[src/coulomb_counter_consts.vh]
// register map, field positions, reset values and timing constants of the coulomb counter core
`ifndef COULOMB_COUNTER_CONSTS_VH
`define COULOMB_COUNTER_CONSTS_VH
`define ADDR_STATUS_CONTROL 8'h01
`define ADDR_SPECIAL_FEATURE 8'h08
`define ADDR_CURRENT_HIGH 8'h0e
`define ADDR_CURRENT_LOW 8'h0f
`define ADDR_CHARGE_HIGH 8'h10
`define ADDR_CHARGE_LOW 8'h11
`define BIT_SLEEP_ENABLE 6
`define BIT_OPCODE_SELECT 4
`define BIT_GPIO 6
`define RST_SLEEP_ENABLE 1'b0
`define RST_OPCODE_SELECT 1'b0
`define RST_GPIO 1'b1
`define OPCODE_READ_ID_0 8'h33
`define OPCODE_READ_ID_1 8'h39
`define OFFSET_EVERY 1024
`define CLK_HZ 10000000
`define CONV_HI_MS 3515
`define CONV_LO_MS 875
`define SLEEP_LOW_MS 2000
`define SAMPLE_HZ 18600
`define CONV_HI_CYC (`CLK_HZ / 1000 * `CONV_HI_MS)
`define CONV_LO_CYC (`CLK_HZ / 1000 * `CONV_LO_MS)
`define SLEEP_LOW_CYC (`CLK_HZ / 1000 * `SLEEP_LOW_MS)
`define SAMPLE_CYC (`CLK_HZ / `SAMPLE_HZ)
`endif

[src/coulomb_counter_measure_regs.v]
// measurement, accumulation and byte-addressed register core of the coulomb counter
//
// Functional notes
// - high-resolution variant: 15 bits plus sign, 1.5625uV LSB, 3.515s period.
// - low-resolution variant: 13 bits plus sign, 6.25uV LSB, 0.875s period.
// - every 1024th conversion measures own input offset instead of sense input.
// - offset correction applies to the 1023 following current measurements.
// - during offset conversion the current register keeps the previous measurement.
// - previous measurement is accumulated in place of the lost sample.
// - each conversion period end except one that coincides with an accumulator write and the two after it adds the signed current into the accumulator.
// - visible accumulator LSB 6.25uVh, signed range plus or minus 204.8mVh.
// - sub-LSB accumulation bits are internal and not host accessible.
// - host write of the accumulator clears hidden fractional bits.
// - host accumulator write forces an offset measurement and new correction.
// - after an accumulator write, measurement resumes from the third conversion.
// - reading the upper byte snapshots both bytes until read command ends.
// - decode status 01, feature 08, current 0e/0f, accumulator 10/11.
// - sleep-enable bit 6 lets a 2s low data line cause sleep; resets 0.
// - opcode-select bit 4 picks read-identity opcode 33h or 39h; resets 0.
// - sleep stops measurement and accumulation; register access still works.
// - converter samples at 18.6kHz, current register updates per conversion.
`include "coulomb_counter_consts.vh"
module coulomb_counter_measure_regs #(
   parameter HIGH_RES = 1,
   parameter CONV_HI_CYCLES = `CONV_HI_CYC,
   parameter CONV_LO_CYCLES = `CONV_LO_CYC,
   parameter SLEEP_CYCLES = `SLEEP_LOW_CYC,
   parameter SAMPLE_CYCLES = `SAMPLE_CYC,
   parameter FRAC_BITS = 8
) (
   input wire clk_i,
   input wire sys_rst_i,
   input wire [7:0] reg_addr_i,
   input wire reg_wr_i,
   input wire [7:0] reg_wdata_i,
   input wire reg_rd_i,
   input wire read_cmd_end_i,
   input wire data_line_i,
   input wire signed [15:0] adc_result_i,
   input wire general_io_pin_i,
   output reg [7:0] reg_rdata_o,
   output reg sample_strobe_o,
   output reg offset_conv_o,
   output reg sleep_o,
   output reg [7:0] read_identity_opcode_o,
   output reg general_io_pin_oe_o,
   output reg general_io_pin_o
);

   // decodes one byte address into its register slot; 7 means reserved
   function [2:0] addr_slot;
      input [7:0] a;
      begin
         case (a)
            `ADDR_STATUS_CONTROL: addr_slot = 3'h0;
            `ADDR_SPECIAL_FEATURE: addr_slot = 3'h1;
            `ADDR_CURRENT_HIGH: addr_slot = 3'h2;
            `ADDR_CURRENT_LOW: addr_slot = 3'h3;
            `ADDR_CHARGE_HIGH: addr_slot = 3'h4;
            `ADDR_CHARGE_LOW: addr_slot = 3'h5;
            default: addr_slot = 3'h7;
         endcase
      end
   endfunction

   localparam [31:0] CONV_CYCLES = HIGH_RES ? CONV_HI_CYCLES : CONV_LO_CYCLES;
   localparam [9:0] LAST_CONV = 10'h3ff;

   reg sleep_on_line_low_enable_ff;
   reg read_identity_opcode_select_ff;
   reg gpio_ctl_ff;
   reg [31:0] conv_cnt_ff;
   reg [31:0] sample_cnt_ff;
   reg [31:0] low_cnt_ff;
   reg [9:0] conv_idx_ff;
   reg [1:0] skip_ff;
   reg force_offset_ff;
   reg signed [15:0] offset_ff;
   reg signed [15:0] current_ff;
   reg signed [15:0] charge_accumulator_ff;
   reg [FRAC_BITS-1:0] frac_ff;
   reg [15:0] snap_ff;
   reg snap_valid_ff;
   reg sleep_ff;

   wire [2:0] wr_slot = addr_slot(reg_addr_i);
   wire conv_end = (conv_cnt_ff == CONV_CYCLES - 32'h1) && !sleep_ff;
   wire is_offset = (conv_idx_ff == LAST_CONV) || force_offset_ff;
   wire acr_wr = reg_wr_i && (wr_slot == 3'h4 || wr_slot == 3'h5);

   // corrected sample masked to the variant's resolution
   wire signed [16:0] corr_wide = {adc_result_i[15], adc_result_i} - {offset_ff[15], offset_ff};
   wire signed [15:0] corr_sat = (corr_wide > 17'sh07fff) ? 16'sh7fff :
                                 (corr_wide < -17'sh08000) ? 16'sh8000 : corr_wide[15:0];
   wire signed [15:0] corr_val = HIGH_RES ? corr_sat : {corr_sat[15:2], 2'b00};

   // charge step: current times period in sub-LSB units of the accumulator
   wire signed [15:0] add_val = is_offset ? current_ff : corr_val;
   // both operands are full width, so a negative step is sign extended, not zero padded
   wire signed [FRAC_BITS+16:0] acc_step = {charge_accumulator_ff[15], charge_accumulator_ff, frac_ff}
      + {{(FRAC_BITS-4){add_val[15]}}, add_val, 5'h00};

   // status and feature control registers
   always @(posedge clk_i or posedge sys_rst_i) begin
      if (sys_rst_i) begin
         sleep_on_line_low_enable_ff <= `RST_SLEEP_ENABLE;
         read_identity_opcode_select_ff <= `RST_OPCODE_SELECT;
         gpio_ctl_ff <= `RST_GPIO;
      end else begin
         if (reg_wr_i && wr_slot == 3'h0) begin
            sleep_on_line_low_enable_ff <= reg_wdata_i[`BIT_SLEEP_ENABLE];
            read_identity_opcode_select_ff <= reg_wdata_i[`BIT_OPCODE_SELECT];
         end
         // pin control returns released on sleep entry or a long low line, whatever the enable bit
         if (sleep_ff || (!data_line_i && low_cnt_ff >= SLEEP_CYCLES - 32'h1))
            gpio_ctl_ff <= `RST_GPIO;
         else if (reg_wr_i && wr_slot == 3'h1)
            gpio_ctl_ff <= reg_wdata_i[`BIT_GPIO];
      end
   end

   // data-line low timer and sleep state
   always @(posedge clk_i or posedge sys_rst_i) begin
      if (sys_rst_i) begin
         low_cnt_ff <= 32'h0;
         sleep_ff <= 1'b0;
      end else begin
         if (data_line_i) begin
            low_cnt_ff <= 32'h0;
            sleep_ff <= 1'b0; // a high line wakes the device
         end else if (low_cnt_ff < SLEEP_CYCLES - 32'h1) begin
            low_cnt_ff <= low_cnt_ff + 32'h1;
         end else if (sleep_on_line_low_enable_ff) begin
            sleep_ff <= 1'b1;
         end
      end
   end

   // conversion timebase and sample clock, frozen while asleep
   always @(posedge clk_i or posedge sys_rst_i) begin
      if (sys_rst_i) begin
         conv_cnt_ff <= 32'h0;
         sample_cnt_ff <= 32'h0;
      end else if (!sleep_ff) begin
         conv_cnt_ff <= conv_end ? 32'h0 : conv_cnt_ff + 32'h1;
         sample_cnt_ff <= (sample_cnt_ff == SAMPLE_CYCLES - 32'h1) ? 32'h0 : sample_cnt_ff + 32'h1;
      end
   end

   // offset scheduling, current register and accumulator
   always @(posedge clk_i or posedge sys_rst_i) begin
      if (sys_rst_i) begin
         conv_idx_ff <= 10'h0;
         force_offset_ff <= 1'b0;
         skip_ff <= 2'h0;
         offset_ff <= 16'sh0;
         current_ff <= 16'sh0;
         charge_accumulator_ff <= 16'sh0;
         frac_ff <= {FRAC_BITS{1'b0}};
      end else if (acr_wr) begin
         frac_ff <= {FRAC_BITS{1'b0}};
         force_offset_ff <= 1'b1;
         skip_ff <= 2'h2;
         if (wr_slot == 3'h4)
            charge_accumulator_ff[15:8] <= reg_wdata_i;
         else
            charge_accumulator_ff[7:0] <= reg_wdata_i;
      end else if (conv_end) begin
         conv_idx_ff <= is_offset ? 10'h0 : conv_idx_ff + 10'h1;
         if (is_offset) begin
            offset_ff <= adc_result_i;
            force_offset_ff <= 1'b0;
         end else if (skip_ff == 2'h0) begin
            current_ff <= corr_val;
         end
         if (skip_ff != 2'h0)
            skip_ff <= skip_ff - 2'h1;
         else begin
            charge_accumulator_ff <= acc_step[FRAC_BITS+15:FRAC_BITS];
            frac_ff <= acc_step[FRAC_BITS-1:0];
         end
      end
   end

   // two-byte snapshot on upper byte reads
   always @(posedge clk_i or posedge sys_rst_i) begin
      if (sys_rst_i) begin
         snap_ff <= 16'h0;
         snap_valid_ff <= 1'b0;
      end else if (reg_rd_i && (wr_slot == 3'h2 || wr_slot == 3'h4)) begin
         snap_ff <= (wr_slot == 3'h2) ? current_ff : charge_accumulator_ff;
         snap_valid_ff <= 1'b1;
      end else if (read_cmd_end_i) begin
         snap_valid_ff <= 1'b0;
      end
   end

   // registered read data and outputs
   always @(posedge clk_i or posedge sys_rst_i) begin
      if (sys_rst_i) begin
         reg_rdata_o <= 8'h00;
         sample_strobe_o <= 1'b0;
         offset_conv_o <= 1'b0;
         sleep_o <= 1'b0;
         read_identity_opcode_o <= `OPCODE_READ_ID_0;
         general_io_pin_oe_o <= 1'b0;
         general_io_pin_o <= 1'b0;
      end else begin
         if (reg_rd_i) begin
            case (wr_slot)
               3'h0: reg_rdata_o <= {1'b0, sleep_on_line_low_enable_ff, 1'b0,
                                     read_identity_opcode_select_ff, 4'h0};
               3'h1: reg_rdata_o <= {1'b0, general_io_pin_i, 6'h00};
               3'h2: reg_rdata_o <= current_ff[15:8];
               3'h3: reg_rdata_o <= snap_valid_ff ? snap_ff[7:0] : current_ff[7:0];
               3'h4: reg_rdata_o <= charge_accumulator_ff[15:8];
               3'h5: reg_rdata_o <= snap_valid_ff ? snap_ff[7:0] : charge_accumulator_ff[7:0];
               default: reg_rdata_o <= 8'h00;
            endcase
         end
         sample_strobe_o <= !sleep_ff && (sample_cnt_ff == SAMPLE_CYCLES - 32'h1);
         offset_conv_o <= is_offset && !sleep_ff;
         sleep_o <= sleep_ff;
         read_identity_opcode_o <= read_identity_opcode_select_ff ? `OPCODE_READ_ID_1 : `OPCODE_READ_ID_0;
         general_io_pin_oe_o <= !gpio_ctl_ff; // open drain pulls low only
         general_io_pin_o <= 1'b0;
      end
   end

endmodule

[config.mk]
export PLATFORM = sky130hd
export DESIGN_NAME = coulomb_counter_measure_regs
export DESIGN_NICKNAME = d
export VERILOG_FILES = /design/src/coulomb_counter_measure_regs.v
export VERILOG_INCLUDE_DIRS = /design/src
export SDC_FILE = /design/constraint.sdc
export NUM_CORES = 1
export LEC_CHECK = 0
export BUFFER_PORTS_ARGS = -buffer_cell sky130_fd_sc_hd__buf_2
export CAP_MARGIN = 5
export CORE_ASPECT_RATIO = 0.6
export CORE_MARGIN = 8
export CORE_UTILIZATION = 28
export CTS_CLUSTER_DIAMETER = 30
export DETAILED_ROUTE_END_ITERATION = 16
export HOLD_SLACK_MARGIN = 0.08
export PLACE_DENSITY = 0.53
export SETUP_SLACK_MARGIN = 0.2
export SLEW_MARGIN = 10
export SYNTH_ARGS = -nofsm -noshare
export SYNTH_HDL_FRONTEND = slang
export SYNTH_SLANG_ARGS = --single-unit
export TNS_END_PERCENT = 50
[constraint.sdc]
create_clock -name clk_i -period 9.2 [get_ports clk_i]
set_clock_uncertainty 0.1 [all_clocks]
set_input_delay 0 -clock clk_i [delete_from_list [all_inputs] [get_ports clk_i]]
set_output_delay 0 -clock clk_i [all_outputs]
set_load 0.02 [all_outputs]
==> results of run 1 <==
[power groups by stage]
stage	Combinational, mW	Clock [mW]	Sequential [mW]
2_1_floorplan	0.122	0	0.912
3_3_place_gp	0.162	0	0.923
3_5_place_dp	0.165	0	0.923
4_1_cts	0.176	0.761	0.908
5_1_grt	0.198	0.793	0.915
6_report	0.173	0.739	0.908
[state kept, by name, indices dropped and copies added (netlist names), 2 cells and up]
register	cells
sample_cnt_ff	32
charge_accumulator_ff	16
skip_ff	2
conv_cnt_ff	32
offset_ff	16
read_identity_opcode_o	2
reg_rdata_o	8
frac_ff	3
snap_ff	8
current_ff	16
conv_idx_ff	10
low_cnt_ff	32
[worst max-delay path: stages (launching register included)]
cell and delay (ps):
dfrtp_1 320, inv_1 50, ha_1 330, a21o_1 210, or3_1 350, o211ai_2 230
a21oi_1 140, or3b_4 430, a21oi_4 380, a21oi_1 120, o21ai_1 160, ha_1 310
a21o_1 220, a2111oi_0 420, o211ai_1 240, a41oi_1 340, xnor2_1 160, nand2_1 70
a31oi_1 160, dlygate4sd3_1 570
[cells in the mapped netlist (4+ instances only)]
cell type,instances
nor3b_1,4
buf_2,10
and3_1,25
inv_1,59
nor2_1,98
xor2_1,29
a211oi_1,4
dfrtp_1,185
a31oi_1,9
o21a_1,7
ha_1,42
and4_1,8
o21ai_0,87
nor4b_1,7
nor2b_1,16
nand2b_1,20
nor4_2,7
nor4_1,19
clkbuf_1,25
o31ai_1,5
nand2_1,133
a21o_1,13
nor3_2,7
buf_4,8
o221ai_1,6
mux2_2,6
a22oi_1,7
a21oi_1,60
nand4_1,20
and2_1,8
o21ai_1,19
nor3_1,21
mux2i_1,15
o211ai_1,5
a221o_1,6
nand3_1,38
xnor2_1,75
a211o_1,4
or3_1,8
[metrics by stage]
step,std cells,total power [mW]
CTS,1774,1.84
detailed placement,1710,1.09
global route,1774,1.91
floorplan,1182,1.03
finish,1774,1.82
global placement,1710,1.08
[cell families after synthesis]
group	Yosys count
AND/OR/NAND/NOR	452
AO/OA/AOI/OAI	262
flip-flops	187
buffers and inverters	105
XOR/XNOR	104
adder cells (fa/ha/maj)	44
multiplexers	21
other	2
[metal layers]
metal	up-vias	global-route usage
li1	4278	-
met1	4213	0.191
met2	164	0.169
met3	16	0.0355
met4	0	0.0282
met5	-	0
[area by class of cell]
cell class	count	area, sq um	share of cell area
Multi-Input combinational cell	890	5700	0.457
Sequential cell	187	4680	0.375
Timing Repair Buffer	95	668	0.0535
Tap cell	513	642	0.0514
Clock buffer	19	443	0.0355
Inverter	59	229	0.0183
Clock inverter	11	121	0.00972
[worst min-delay path by stage]
stage / from / to / cells past startpoint / slack (ps)
global placement: read_cmd_end_i / snap_valid_ff / 2 / 100
floorplan: read_cmd_end_i / snap_valid_ff / 1 / -4
finish: reg_addr_i[3] / read_identity_opcode_select_ff / 5 / 120
global route: reg_addr_i[3] / read_identity_opcode_select_ff / 5 / 150
CTS: reg_addr_i[3] / read_identity_opcode_select_ff / 5 / 80
detailed placement: read_cmd_end_i / snap_valid_ff / 2 / 100
[timing repair]
action                     4_1_cts  5_1_grt
gates resized for setup          0        0
hold buffers                    34        0
hold endpoints to repair       208        0
setup endpoints to repair        0        0
==> results.md, run 1 <==
Placement:
- The count of buffers added on input and output ports is 52.
- The estimated wirelength of the detail-placed design is 20700 um.
- The congestion estimate from routability-driven global placement came to 0.830.
- Before CTS, the worst setup slack after placement is 4140 ps.
- Summing all placed instances gives a cell area of 11600 sq um.

Critical path:
- The endpoint identified for the worst register-to-register timing path is charge_accumulator_ff[12].
- The signal arrival time at the worst endpoint is 5650 ps.
- The nature of the critical path endpoint is a flop.
- The number of cells on the worst reg-to-reg path is 19.
- The worst register-to-register path begins at offset_ff[6].
- In this run the worst path has a maximum fanout of 15.
- In this run the worst setup path terminates at charge_accumulator_ff[12].
- The worst register-to-register path has a setup slack of 3840 ps.
- The required time of the worst setup path is 9480 ps.
- The origin of the worst setup path is offset_ff[6].
- The startpoint kind of the worst setup timing path is a flop.
- The worst setup path is of the reg -> reg kind.

Global routing:
- The first global-routing pass estimated 46000 um of wire.
- The total global-route track usage is 0.125.
- The via count of the first global-routing pass is 8251.
- The number of antenna violations at the first check in global routing is 0.
- The sum of overflow across all layers after global routing is 0.
- The maximum number of pins on one net before global-route repair is 129.

Route:
- After the first detailed-routing iteration, the DRC count stood at 648.
- The sum of met2 wire segment lengths after detailed routing is 11300 um.
- Wire segments on met3 add up to 1600 um in the final route.
- For this run, the detailed router's first-pass iteration total came to 7.
- The average wire per cell in the routed design is 16.0 um.
- The uppermost signal routing layer after detailed routing is met4.
- The final route contains 8671 vias.
- The antenna violation net count after detailed routing is 0.
- The average vias per placed instance is 4.89.
- In the final routing, the length of wire on met1 measures 15200 um.
- The remaining routing DRC violations is 0.
- Wires add up to 28300 um.

Finish:
- The count of antenna diodes in the layout is 0.
- The library cell used most frequently in the layout, excluding fill and tap cells, is dfrtp_1.
- At the end of the flow, the number of nets in the layout was 1333.
- In the final layout, the share of cells above drive strength 1 is 0.101.
- Leaving out fill and tap cells, the most frequent cells in the layout are dfrtp_1, nand2_1, nor2_1.
- Compared with the post-synthesis result, the final layout area differs by 15.5%.
- The layout has 3923 filler cells.
- The final core area utilization is 0.330.
- With fillers left out, the area of the finished cells amounts to 12500 sq um.

Synth:
- Of the total synthesized cell area, the portion taken by XOR and XNOR cells is 0.0843.
- Synthesis inferred 187 register bits.
- After synthesis, the largest family of logic cells by area is simple AND/OR/NAND/NOR gates.
- The share of async-settable or async-resettable flops after synthesis is 1.00.
- The cell area after technology mapping is 10800 sq um.
- The complex-gate fraction of the synthesized area is 0.151.
- The count of flip-flops with a built-in enable after synthesis is 0.
- Summed over all instances, the cell type with the most area after synthesis is dfrtp_1.
- The post-synthesis simple-gate area fraction is 0.216.
- In the synthesized netlist the dominant register cell turns out to be dfrtp_1.
- The count of warnings emitted by yosys is 0.
- The number of instances in the synthesized netlist is 1177.
- The share of synthesized area in the top cell type comes to 0.428.
- By area the synthesized netlist is led by dfrtp_1, xnor2_1, ha_1, nand2_1, o21ai_0.
- The post-synthesis sequential area ratio is 0.433.
- The synthesized area divided by synthesized cell count is 9.18 sq um.
- The area share of fa/ha/maj cells after synthesis is 0.0523.
- The number of unique standard cell types used by synthesis is 74.
- The mux share of post-synthesis cell area is 0.0201.

STA:
- The least setup slack across all paths after layout is 3840 ps.
- In the finished design, the share of the clock period the worst path needs comes to 0.583.
- The number of hold violations in the final report is 0.
- Timing would allow up to 187 MHz.
- The final-layout setup total negative slack is 0 ps.
- The number of max-slew violations in the final report came to 0.
- The number of setup violations in the final report is 0.
- For the pin with the worst max-slew slack, the measured transition is 1150 ps.
- Hold timing on the final database bottoms out at a slack of 124 ps.
- The worst max-slew margin expressed relative to the limit is 0.231.
- The final period demand of the worst path is 5360 ps.
- Setup repair after global routing left no endpoint under its margin.

Power:
- In this run the static leakage power is 5.53 nW.
- The worst IR drop on VDD is 0.000115 V.
- Summed over all nets, the switching power comes to 0.480 mW.
- The internal power component is 1.34 mW.
- The sequential share of power is 0.499.
- The switching share of power is 0.264.
- Of the total power, combinational logic draws 0.095.
- Of the total power, the clock network draws 0.406.
- Dividing total power by cell area gives a power density of 146 nW/um^2.

Clocking:
- The clock drives 187 sinks.
- TritonCTS built the clock tree.
- The setup fix buffers added after clock tree synthesis is 0.
- The clock latency of the later-clocked register in the worst-skew pair is 450 ps.
- The number of buffers on the longest clock path is 2.
- The H-tree depth is 4.
- TritonCTS created 17 clock buffers.
- Clock-pin slew was measured on the worst setup and hold paths at 70 ps.
- The tree is rooted in a clkbuf_16.

Die:
- The initial standard-cell utilization of the core is 0.286.
- The overall die height is 168 um.
- The total die area is 45300 sq um.
- The x dimension of the die is 270 um.
- The region available for standard cell placement spans 37800 sq um.
- The number of top-level pins is 60.
- The number of standard-cell rows in the floorplan is 55.

Outcome:
- The flow ran to the end, and the final reports show no timing, DRC or antenna violations.

Job:
- The max-capacitance violation count is 0.

Hold path:
- The tightest min-delay check is of the in -> reg type.
Power figures use the tool's default switching activity.
==> inputs of run 2 (changes only) <==
==> constraint.sdc (replaced) <==
create_clock -name clk_i -period 5.3 [get_ports clk_i]
set_clock_uncertainty 0.1 [all_clocks]
set_input_delay 0 -clock clk_i [delete_from_list [all_inputs] [get_ports clk_i]]
set_output_delay 0 -clock clk_i [all_outputs]
set_load 0.02 [all_outputs]
==> results.md, run 2 (synthesis gave the netlist of run 1 again) <==
Global routing:
- The number of antenna violations at the first check in global routing came to 0 (unchanged).
- The wire length of the first global-routing pass is 46800 um (was 46000 um).
- The sum of overflow across all layers after global routing is 0 (unchanged).
- The via count of the first global-routing pass is 8238 (was 8251).
- The maximum number of pins on one net before global-route repair is 62 (was 129).
- The total global-route track usage is 0.127 (was 0.125).

Outcome:
- Status: complete, no violations (unchanged).

STA:
- The fraction of the cycle the final worst path needs is 0.899 (was 0.583).
- The number of max-slew violations in the final report was 0 (unchanged).
- The number of setup violations in the final report is 0 (unchanged).
- The final period demand of the worst path is 4760 ps (was 5360 ps).
- The top achievable clock speed is 210 MHz (was 187 MHz).
- The worst max-slew margin expressed relative to the limit is 0.266 (was 0.231).
- The slew at the pin closest to its max-slew limit is 1090 ps (was 1150 ps).
- The final-layout setup total negative slack is 0 ps (unchanged).
- Unrepaired setup endpoints after global routing: false (unchanged).
- The number of hold violations in the final report is 0 (unchanged).

Critical path:
- The required time of the worst setup path is 5540 ps (was 9480 ps).
- The library cell contributing the largest single delay on the critical path is or3b_4 (was dlygate4sd3_1).
- The signal arrival time at the worst endpoint was 5000 ps (was 5650 ps).
- The worst setup path category is reg -> reg (unchanged).
- The most repeated library cell on the critical path is a21oi_1.
- The startpoint kind of the worst setup timing path is a flop (unchanged).
- List of cells traversed by the critical path: inv_1, ha_1, a21o_1, or3_1, o211ai_2, a21oi_1, or3b_4, a21oi_4, a21oi_1, o21ai_1, ha_1, inv_1, fa_1, nor2b_1, o31ai_1, a21oi_2, a21oi_1, o21ai_1, xnor2_1, mux2i_1, nor2_1 (was inv_1, ha_1, a21o_1, or3_1, o211ai_2, a21oi_1, or3b_4, a21oi_4, a21oi_1, o21ai_1, ha_1, a21o_1, a2111oi_0, o211ai_1, a41oi_1, xnor2_1, nand2_1, a31oi_1, dlygate4sd3_1).
- The longest individual stage delay on the worst path came to 440 ps (was 570 ps).
- The highest net fanout along the worst path came to 6 (was 15).
- The nature of the critical path endpoint is a flop (unchanged).

Route:
- The violation count after the first detailed-route iteration is 819 (was 648).
- The total number of vias was 8787 (was 8671).
- The remaining routing DRC violations is 0 (unchanged).
- The average vias per placed instance is 4.94 (was 4.89).
- The average wire per cell in the routed design was 16.1 um (was 16.0 um).
- The detailed-routing iteration count for the pre-antenna-repair pass came to 5 (was 7).
- The antenna violation net count after detailed routing is 0 (unchanged).
- The wire length reported by the detailed router is 28700 um (was 28300 um).

Die:
- The core box area was 37800 sq um (unchanged).
- The overall die height is 168 um (unchanged).
- The number of standard-cell rows in the floorplan is 55 (unchanged).
- The number of top-level pins is 60 (unchanged).
- The total die area came to 45300 sq um (unchanged).
- The x dimension of the die is 270 um (unchanged).
- The initial standard-cell utilization of the core is 0.286 (unchanged).

Clocking:
- The total clock sinks is 187 (unchanged).
- The clock slew at the register clock pins of the worst setup and hold paths is 70 ps (about the same).
- The number of buffers added by the clock tree synthesis step was 17 (unchanged).
- The H-tree depth came to 4 (unchanged).
- The CTS tree is done (unchanged).
- The clock latency of the later-clocked register in the worst-skew pair was 450 ps (about the same).
- The number of buffers on the longest clock path is 2 (unchanged).
- The clock root buffer master was clkbuf_16 (unchanged).

Placement:
- The count of input and output buffers is 52 (unchanged).
- The routability-driven placement congestion ratio is 0.869 (was 0.830).
- The estimated wirelength of the detail-placed design is 21400 um (was 20700 um).
- The placed instance area is 11600 sq um (about the same).

Finish:
- Registers with the most flip-flops: conv_cnt_ff: 32 flops, low_cnt_ff: 32 flops, sample_cnt_ff: 32 flops (unchanged).
- The area growth from synthesis to final layout was 16.0% (was 15.5%).
- Commonest cells after routing, fill and taps aside: dfrtp_1, nand2_1, nor2_1 (unchanged).
- The number of nets in the finished design is 1337 (was 1333).
- The fill cell total of the finished layout was 3919 (was 3923).
- The total non-filler cell area in the finished layout is 12500 sq um (about the same).
- The count of antenna diodes in the layout came to 0 (unchanged).
- The ratio of cells with drive above 1 in the final layout is 0.109 (was 0.101).
- The most common cell after layout, fill and taps aside is dfrtp_1 (unchanged).

Hold path:
- The path class of the lowest-slack min-delay path is in -> reg (unchanged).

Power:
- The power per cell area is 251 nW/um^2 (was 146 nW/um^2).
- The leakage power summed over all cells was 5.53 nW (about the same).
- The worst IR drop on VDD is 0.000195 V (was 0.000115 V).

Job:
- The max-capacitance violation count is 0 (unchanged).
[run 2: final timing paths]
kind / start / to / slack [ps] / cells after the start
worst max-delay path: offset_ff[6] / charge_accumulator_ff[15] / 540 / 21
worst min-delay path: reg_addr_i[0] / gpio_ctl_ff / 130 / 6
worst max register to register: offset_ff[6] / charge_accumulator_ff[15] / 540 / 21
worst min register to register: gpio_ctl_ff / general_io_pin_oe_o / 360 / 1
max in group asynchronous: sys_rst_i / offset_ff[7] / 3320 / 5
min in group asynchronous: sys_rst_i / sample_cnt_ff[15] / 600 / 4
[run 2: report_power, final]
part	total, mW	switching [mW]	internal [mW]
clock network	1.26	0.596	0.664
registers	1.58	0.0876	1.49
logic	0.304	0.170	0.134
total	3.14	0.854	2.29
[run 2: routing by layer]
layer	up-vias	routed length (um)	GRT usage
li1	4307	-	-
met1	4264	15600	0.201
met2	202	11200	0.165
met3	14	1760	0.0359
met4	0	181	0.0233
met5	-	0	0
[run 2: worst max-delay path: cells and delay by family (launching register included)]
kind                       cells  cell delay (ps)
muxes                          1              200
DFF                            1              330
xor gates and xnor gates       1              160
AOI/OAI and AO/OA             10             1820
and+or+nand+nor                4             1030
adders and majority gates      3              930
buffers and inverters          2              120
[run 2: area by class of cell]
| class | instances | area [sq um] | share of cell area |
|---|---|---|---|
| Clock buffer | 20 | 447 | 0.0356 |
| Clock inverter | 12 | 115 | 0.00918 |
| Inverter | 59 | 225 | 0.0180 |
| Multi-Input combinational cell | 890 | 5730 | 0.457 |
| Sequential cell | 187 | 4680 | 0.373 |
| Tap cell | 513 | 642 | 0.0512 |
| Timing Repair Buffer | 99 | 696 | 0.0555 |
[run 2: what timing repair did]
item / 4_1_cts / 5_1_grt
hold endpoints to repair: 99 / 0
hold buffers: 33 / 0
setup endpoints to repair: 0 / 8
resized for setup: 0 / 9
buffers inserted: 0 / 0
[run 2: metrics by stage]
step | setup WS [ps] | cells | util | power (mW) | hold WS [ps]
2_1_floorplan | 877 | 1182 | - | 1.80 | -3.55
3_3_place_gp | 530 | 1715 | 0.307 | 1.89 | -35.2
3_5_place_dp | 369 | 1715 | 0.307 | 1.89 | -34.0
4_1_cts | 338 | 1780 | 0.330 | 3.19 | 95.1
5_1_grt | 176 | 1780 | 0.331 | 3.30 | 188
6_report | 536 | 1780 | 0.331 | 3.14 | 133
==> inputs of run 3 (changes only) <==
--- a/config.mk
+++ b/config.mk
@@ -6,15 +6,15 @@
 export SDC_FILE = /design/constraint.sdc
 export NUM_CORES = 1
 export LEC_CHECK = 0
-export BUFFER_PORTS_ARGS = -buffer_cell sky130_fd_sc_hd__buf_2
+export BUFFER_PORTS_ARGS = -buffer_cell sky130_fd_sc_hd__buf_4
 export CAP_MARGIN = 5
 export CORE_ASPECT_RATIO = 0.6
 export CORE_MARGIN = 8
-export CORE_UTILIZATION = 28
+export CORE_UTILIZATION = 33
 export CTS_CLUSTER_DIAMETER = 30
 export DETAILED_ROUTE_END_ITERATION = 16
 export HOLD_SLACK_MARGIN = 0.08
-export PLACE_DENSITY = 0.53
+export PLACE_DENSITY = 0.58
 export SETUP_SLACK_MARGIN = 0.2
 export SLEW_MARGIN = 10
 export SYNTH_ARGS = -nofsm -noshare
==> results.md, run 3 (synthesis gave the netlist of run 1 again) <==
Route:
- The remaining routing DRC violations is 0 (unchanged).
- The antenna violation net count after detailed routing came to 0 (unchanged).
- The wire length reported by the detailed router was 27400 um (was 28700 um).
- The detailed-routing iteration count for the pre-antenna-repair pass is 5 (unchanged).
- The average wire per cell in the routed design is 16.2 um (was 16.1 um).
- The total number of vias is 8657 (was 8787).
- The average vias per placed instance is 5.12 (was 4.94).
- The violation count after the first detailed-route iteration is 831 (was 819).

STA:
- The worst max-slew margin expressed relative to the limit is 0.278 (was 0.266).
- The number of max-slew violations in the final report is 0 (unchanged).
- The number of hold violations in the final report came to 0 (unchanged).
- The final-layout setup total negative slack is 0 ps (unchanged).
- The final period demand of the worst path came to 4750 ps (was 4760 ps).
- Unrepaired setup endpoints after global routing: false (unchanged).
- The fraction of the cycle the final worst path needs is 0.896 (was 0.899).
- The slew at the pin closest to its max-slew limit came to 1080 ps (was 1090 ps).
- The number of setup violations in the final report is 0 (unchanged).
- The top achievable clock speed was 211 MHz (was 210 MHz).

Global routing:
- The sum of overflow across all layers after global routing was 0 (unchanged).
- The maximum number of pins on one net before global-route repair is 165 (was 62).
- The total global-route track usage was 0.142 (was 0.127).
- The wire length of the first global-routing pass was 44900 um (was 46800 um).
- The number of antenna violations at the first check in global routing came to 0 (unchanged).
- The via count of the first global-routing pass was 8128 (was 8238).

Die:
- The initial standard-cell utilization of the core is 0.334 (was 0.286).
- The number of top-level pins was 60 (unchanged).
- The number of standard-cell rows in the floorplan is 51 (was 55).
- The core box area was 32400 sq um (was 37800 sq um).
- The x dimension of the die came to 250 um (was 270 um).
- The total die area is 39000 sq um (was 45300 sq um).
- The overall die height is 156 um (was 168 um).

Critical path:
- The longest individual stage delay on the worst path is 420 ps (was 440 ps).
- The reg-to-reg setup timing slack came to 550 ps (was 540 ps).
- The path depth of the worst reg2reg path came to 19 (was 21).
- The required time of the worst setup path is 5570 ps (was 5540 ps).
- List of cells traversed by the critical path: inv_1, ha_1, a21o_1, or3_1, o211ai_2, a21oi_1, nor2_1, mux2i_2, buf_4, a21oi_1, o21ai_1, ha_1, a21o_1, a2111oi_0, o211ai_1, a41oi_1, xnor2_1, nand2_1, a31oi_1 (was inv_1, ha_1, a21o_1, or3_1, o211ai_2, a21oi_1, or3b_4, a21oi_4, a21oi_1, o21ai_1, ha_1, inv_1, fa_1, nor2b_1, o31ai_1, a21oi_2, a21oi_1, o21ai_1, xnor2_1, mux2i_1, nor2_1).
- The signal arrival time at the worst endpoint is 5020 ps (was 5000 ps).
- The startpoint kind of the worst setup timing path is a flop (unchanged).
- The startpoint of the worst-slack reg-to-reg timing path is offset_ff[6] (unchanged).
- The worst setup path category is reg -> reg (unchanged).
- The nature of the critical path endpoint is a flop (unchanged).
- The highest net fanout along the worst path is 12 (was 6).
- The end of the worst register-to-register path is charge_accumulator_ff[12] (was charge_accumulator_ff[15]).
- The library cell contributing the largest single delay on the critical path was a2111oi_0 (was or3b_4).

Clocking:
- The clock root buffer master is clkbuf_16 (unchanged).
- The total clock sinks came to 187 (unchanged).
- The number of buffers on the longest clock path came to 2 (unchanged).
- The clock slew at the register clock pins of the worst setup and hold paths was 80 ps (was 70 ps).
- The CTS tree is done (unchanged).
- The H-tree depth was 4 (unchanged).
- The clock latency of the later-clocked register in the worst-skew pair came to 460 ps (was 450 ps).
- The number of buffers added by the clock tree synthesis step was 17 (unchanged).

Finish:
- The ratio of cells with drive above 1 in the final layout is 0.109 (unchanged).
- Commonest cells after routing, fill and taps aside: dfrtp_1, nand2_1, nor2_1 (unchanged).
- The register area is 4680 sq um (unchanged).
- The number of nets in the finished design is 1337 (unchanged).
- The area growth from synthesis to final layout was 16.8% (was 16.0%).
- Registers with the most flip-flops: conv_cnt_ff: 32 flops, low_cnt_ff: 32 flops, sample_cnt_ff: 32 flops (unchanged).
- The fill cell total of the finished layout is 3178 (was 3919).
- The most common cell after layout, fill and taps aside was dfrtp_1 (unchanged).
- The total non-filler cell area in the finished layout is 12600 sq um (was 12500 sq um).
- The footprint of the multi-input gates is 5720 sq um (was 5730 sq um).
- The final core area utilization is 0.390 (was 0.331).
- The count of antenna diodes in the layout was 0 (unchanged).

Placement:
- The placed instance area was 11600 sq um (about the same).
- The estimated wirelength of the detail-placed design is 20400 um (was 21400 um).
- The routability-driven placement congestion ratio is 0.901 (was 0.869).
- The count of input and output buffers is 52 (unchanged).

Power:
- The leakage power summed over all cells was 5.60 nW (was 5.53 nW).
- The power per cell area is 259 nW/um^2 (was 251 nW/um^2).
- The total power after layout came to 3.26 mW (was 3.14 mW).
- The worst IR drop on VDD is 0.000234 V (was 0.000195 V).

Hold path:
- The sink of the worst hold path is snap_valid_ff (was gpio_ctl_ff).
- The launch point of the worst hold path is read_cmd_end_i (was reg_addr_i[0]).
- The path class of the lowest-slack min-delay path is in -> reg (unchanged).
- The depth of the worst hold-timing path is 3 (was 6).

Job:
- The max-capacitance violation count came to 0 (unchanged).

Outcome:
- Status: complete, no violations (unchanged).
-- run 3: cell types whose count changed in the layout (fill, tap and decap cells not counted), sizes merged --
cell | previous run | this run
bufinv | 1 | 2
inv | 60 | 67
clkinv | 6 | 3
clkinvlp | 4 | 2
clkbuf | 20 | 17
buf | 66 | 65
dlygate4sd3 | 33 | 34
-- run 3: final cells by class --
class | count | share of cell area
clock buffers | 17 | 0.0337
clock inverters | 15 | 0.0156
inverters | 59 | 0.0178
multi-input cells | 890 | 0.453
flip-flops and latches | 187 | 0.371
well taps | 424 | 0.0420
repair buffers | 99 | 0.0666
-- run 3: power breakdown --
part	leakage [nW]	switching, mW	internal [mW]	total [mW]
clock network	0.306	0.647	0.726	1.37
logic	2.88	0.169	0.145	0.314
registers	2.41	0.0858	1.49	1.58
total	5.60	0.902	2.36	3.26
-- run 3: what timing repair did --
action / 4_1_cts / 5_1_grt
setup buffers: 0 / 2
hold buffers: 34 / 0
resized for setup: 0 / 4
setup endpoints to repair: 0 / 8
hold endpoints to repair: 102 / 0
-- run 3: worst max path at each step --
stage,start,endpoint,slack (ps),cells past startpoint
after global placement,offset_ff[6],charge_accumulator_ff[15],570,21
after global routing,offset_ff[6],charge_accumulator_ff[12],200,19
final,offset_ff[6],charge_accumulator_ff[12],550,19
after floorplan,offset_ff[6],charge_accumulator_ff[15],880,22
after detailed placement,offset_ff[6],charge_accumulator_ff[15],470,21
after CTS,offset_ff[6],charge_accumulator_ff[15],410,21
-- run 3: critical path, delay by kind of cell (launching register included) --
family,cells,cell delay (ps)
and+or+nand+nor,3,670
muxes,1,350
adders and majority gates,2,620
AOI/OAI and AO/OA,10,2160
DFF,1,330
xor gates and xnor gates,1,150
buffers and inverters,2,290
-- run 3: per-layer routing --
layer	routed length [um]	track usage	vias to the layer above
li1	-	-	4304
met5	0	0	-
met2	10400	0.182	196
met4	238	0.0322	0
met3	1790	0.0396	21
met1	15000	0.226	4136
-- run 3: metrics by stage --
stage,hold slack (ps),setup slack [ps],instances
after global routing,182,205,1691
final,160,550,1691
after detailed placement,-8.58,474,1623
after global placement,-8.66,567,1623
after floorplan,-3.55,877,1182
after CTS,149,409,1689
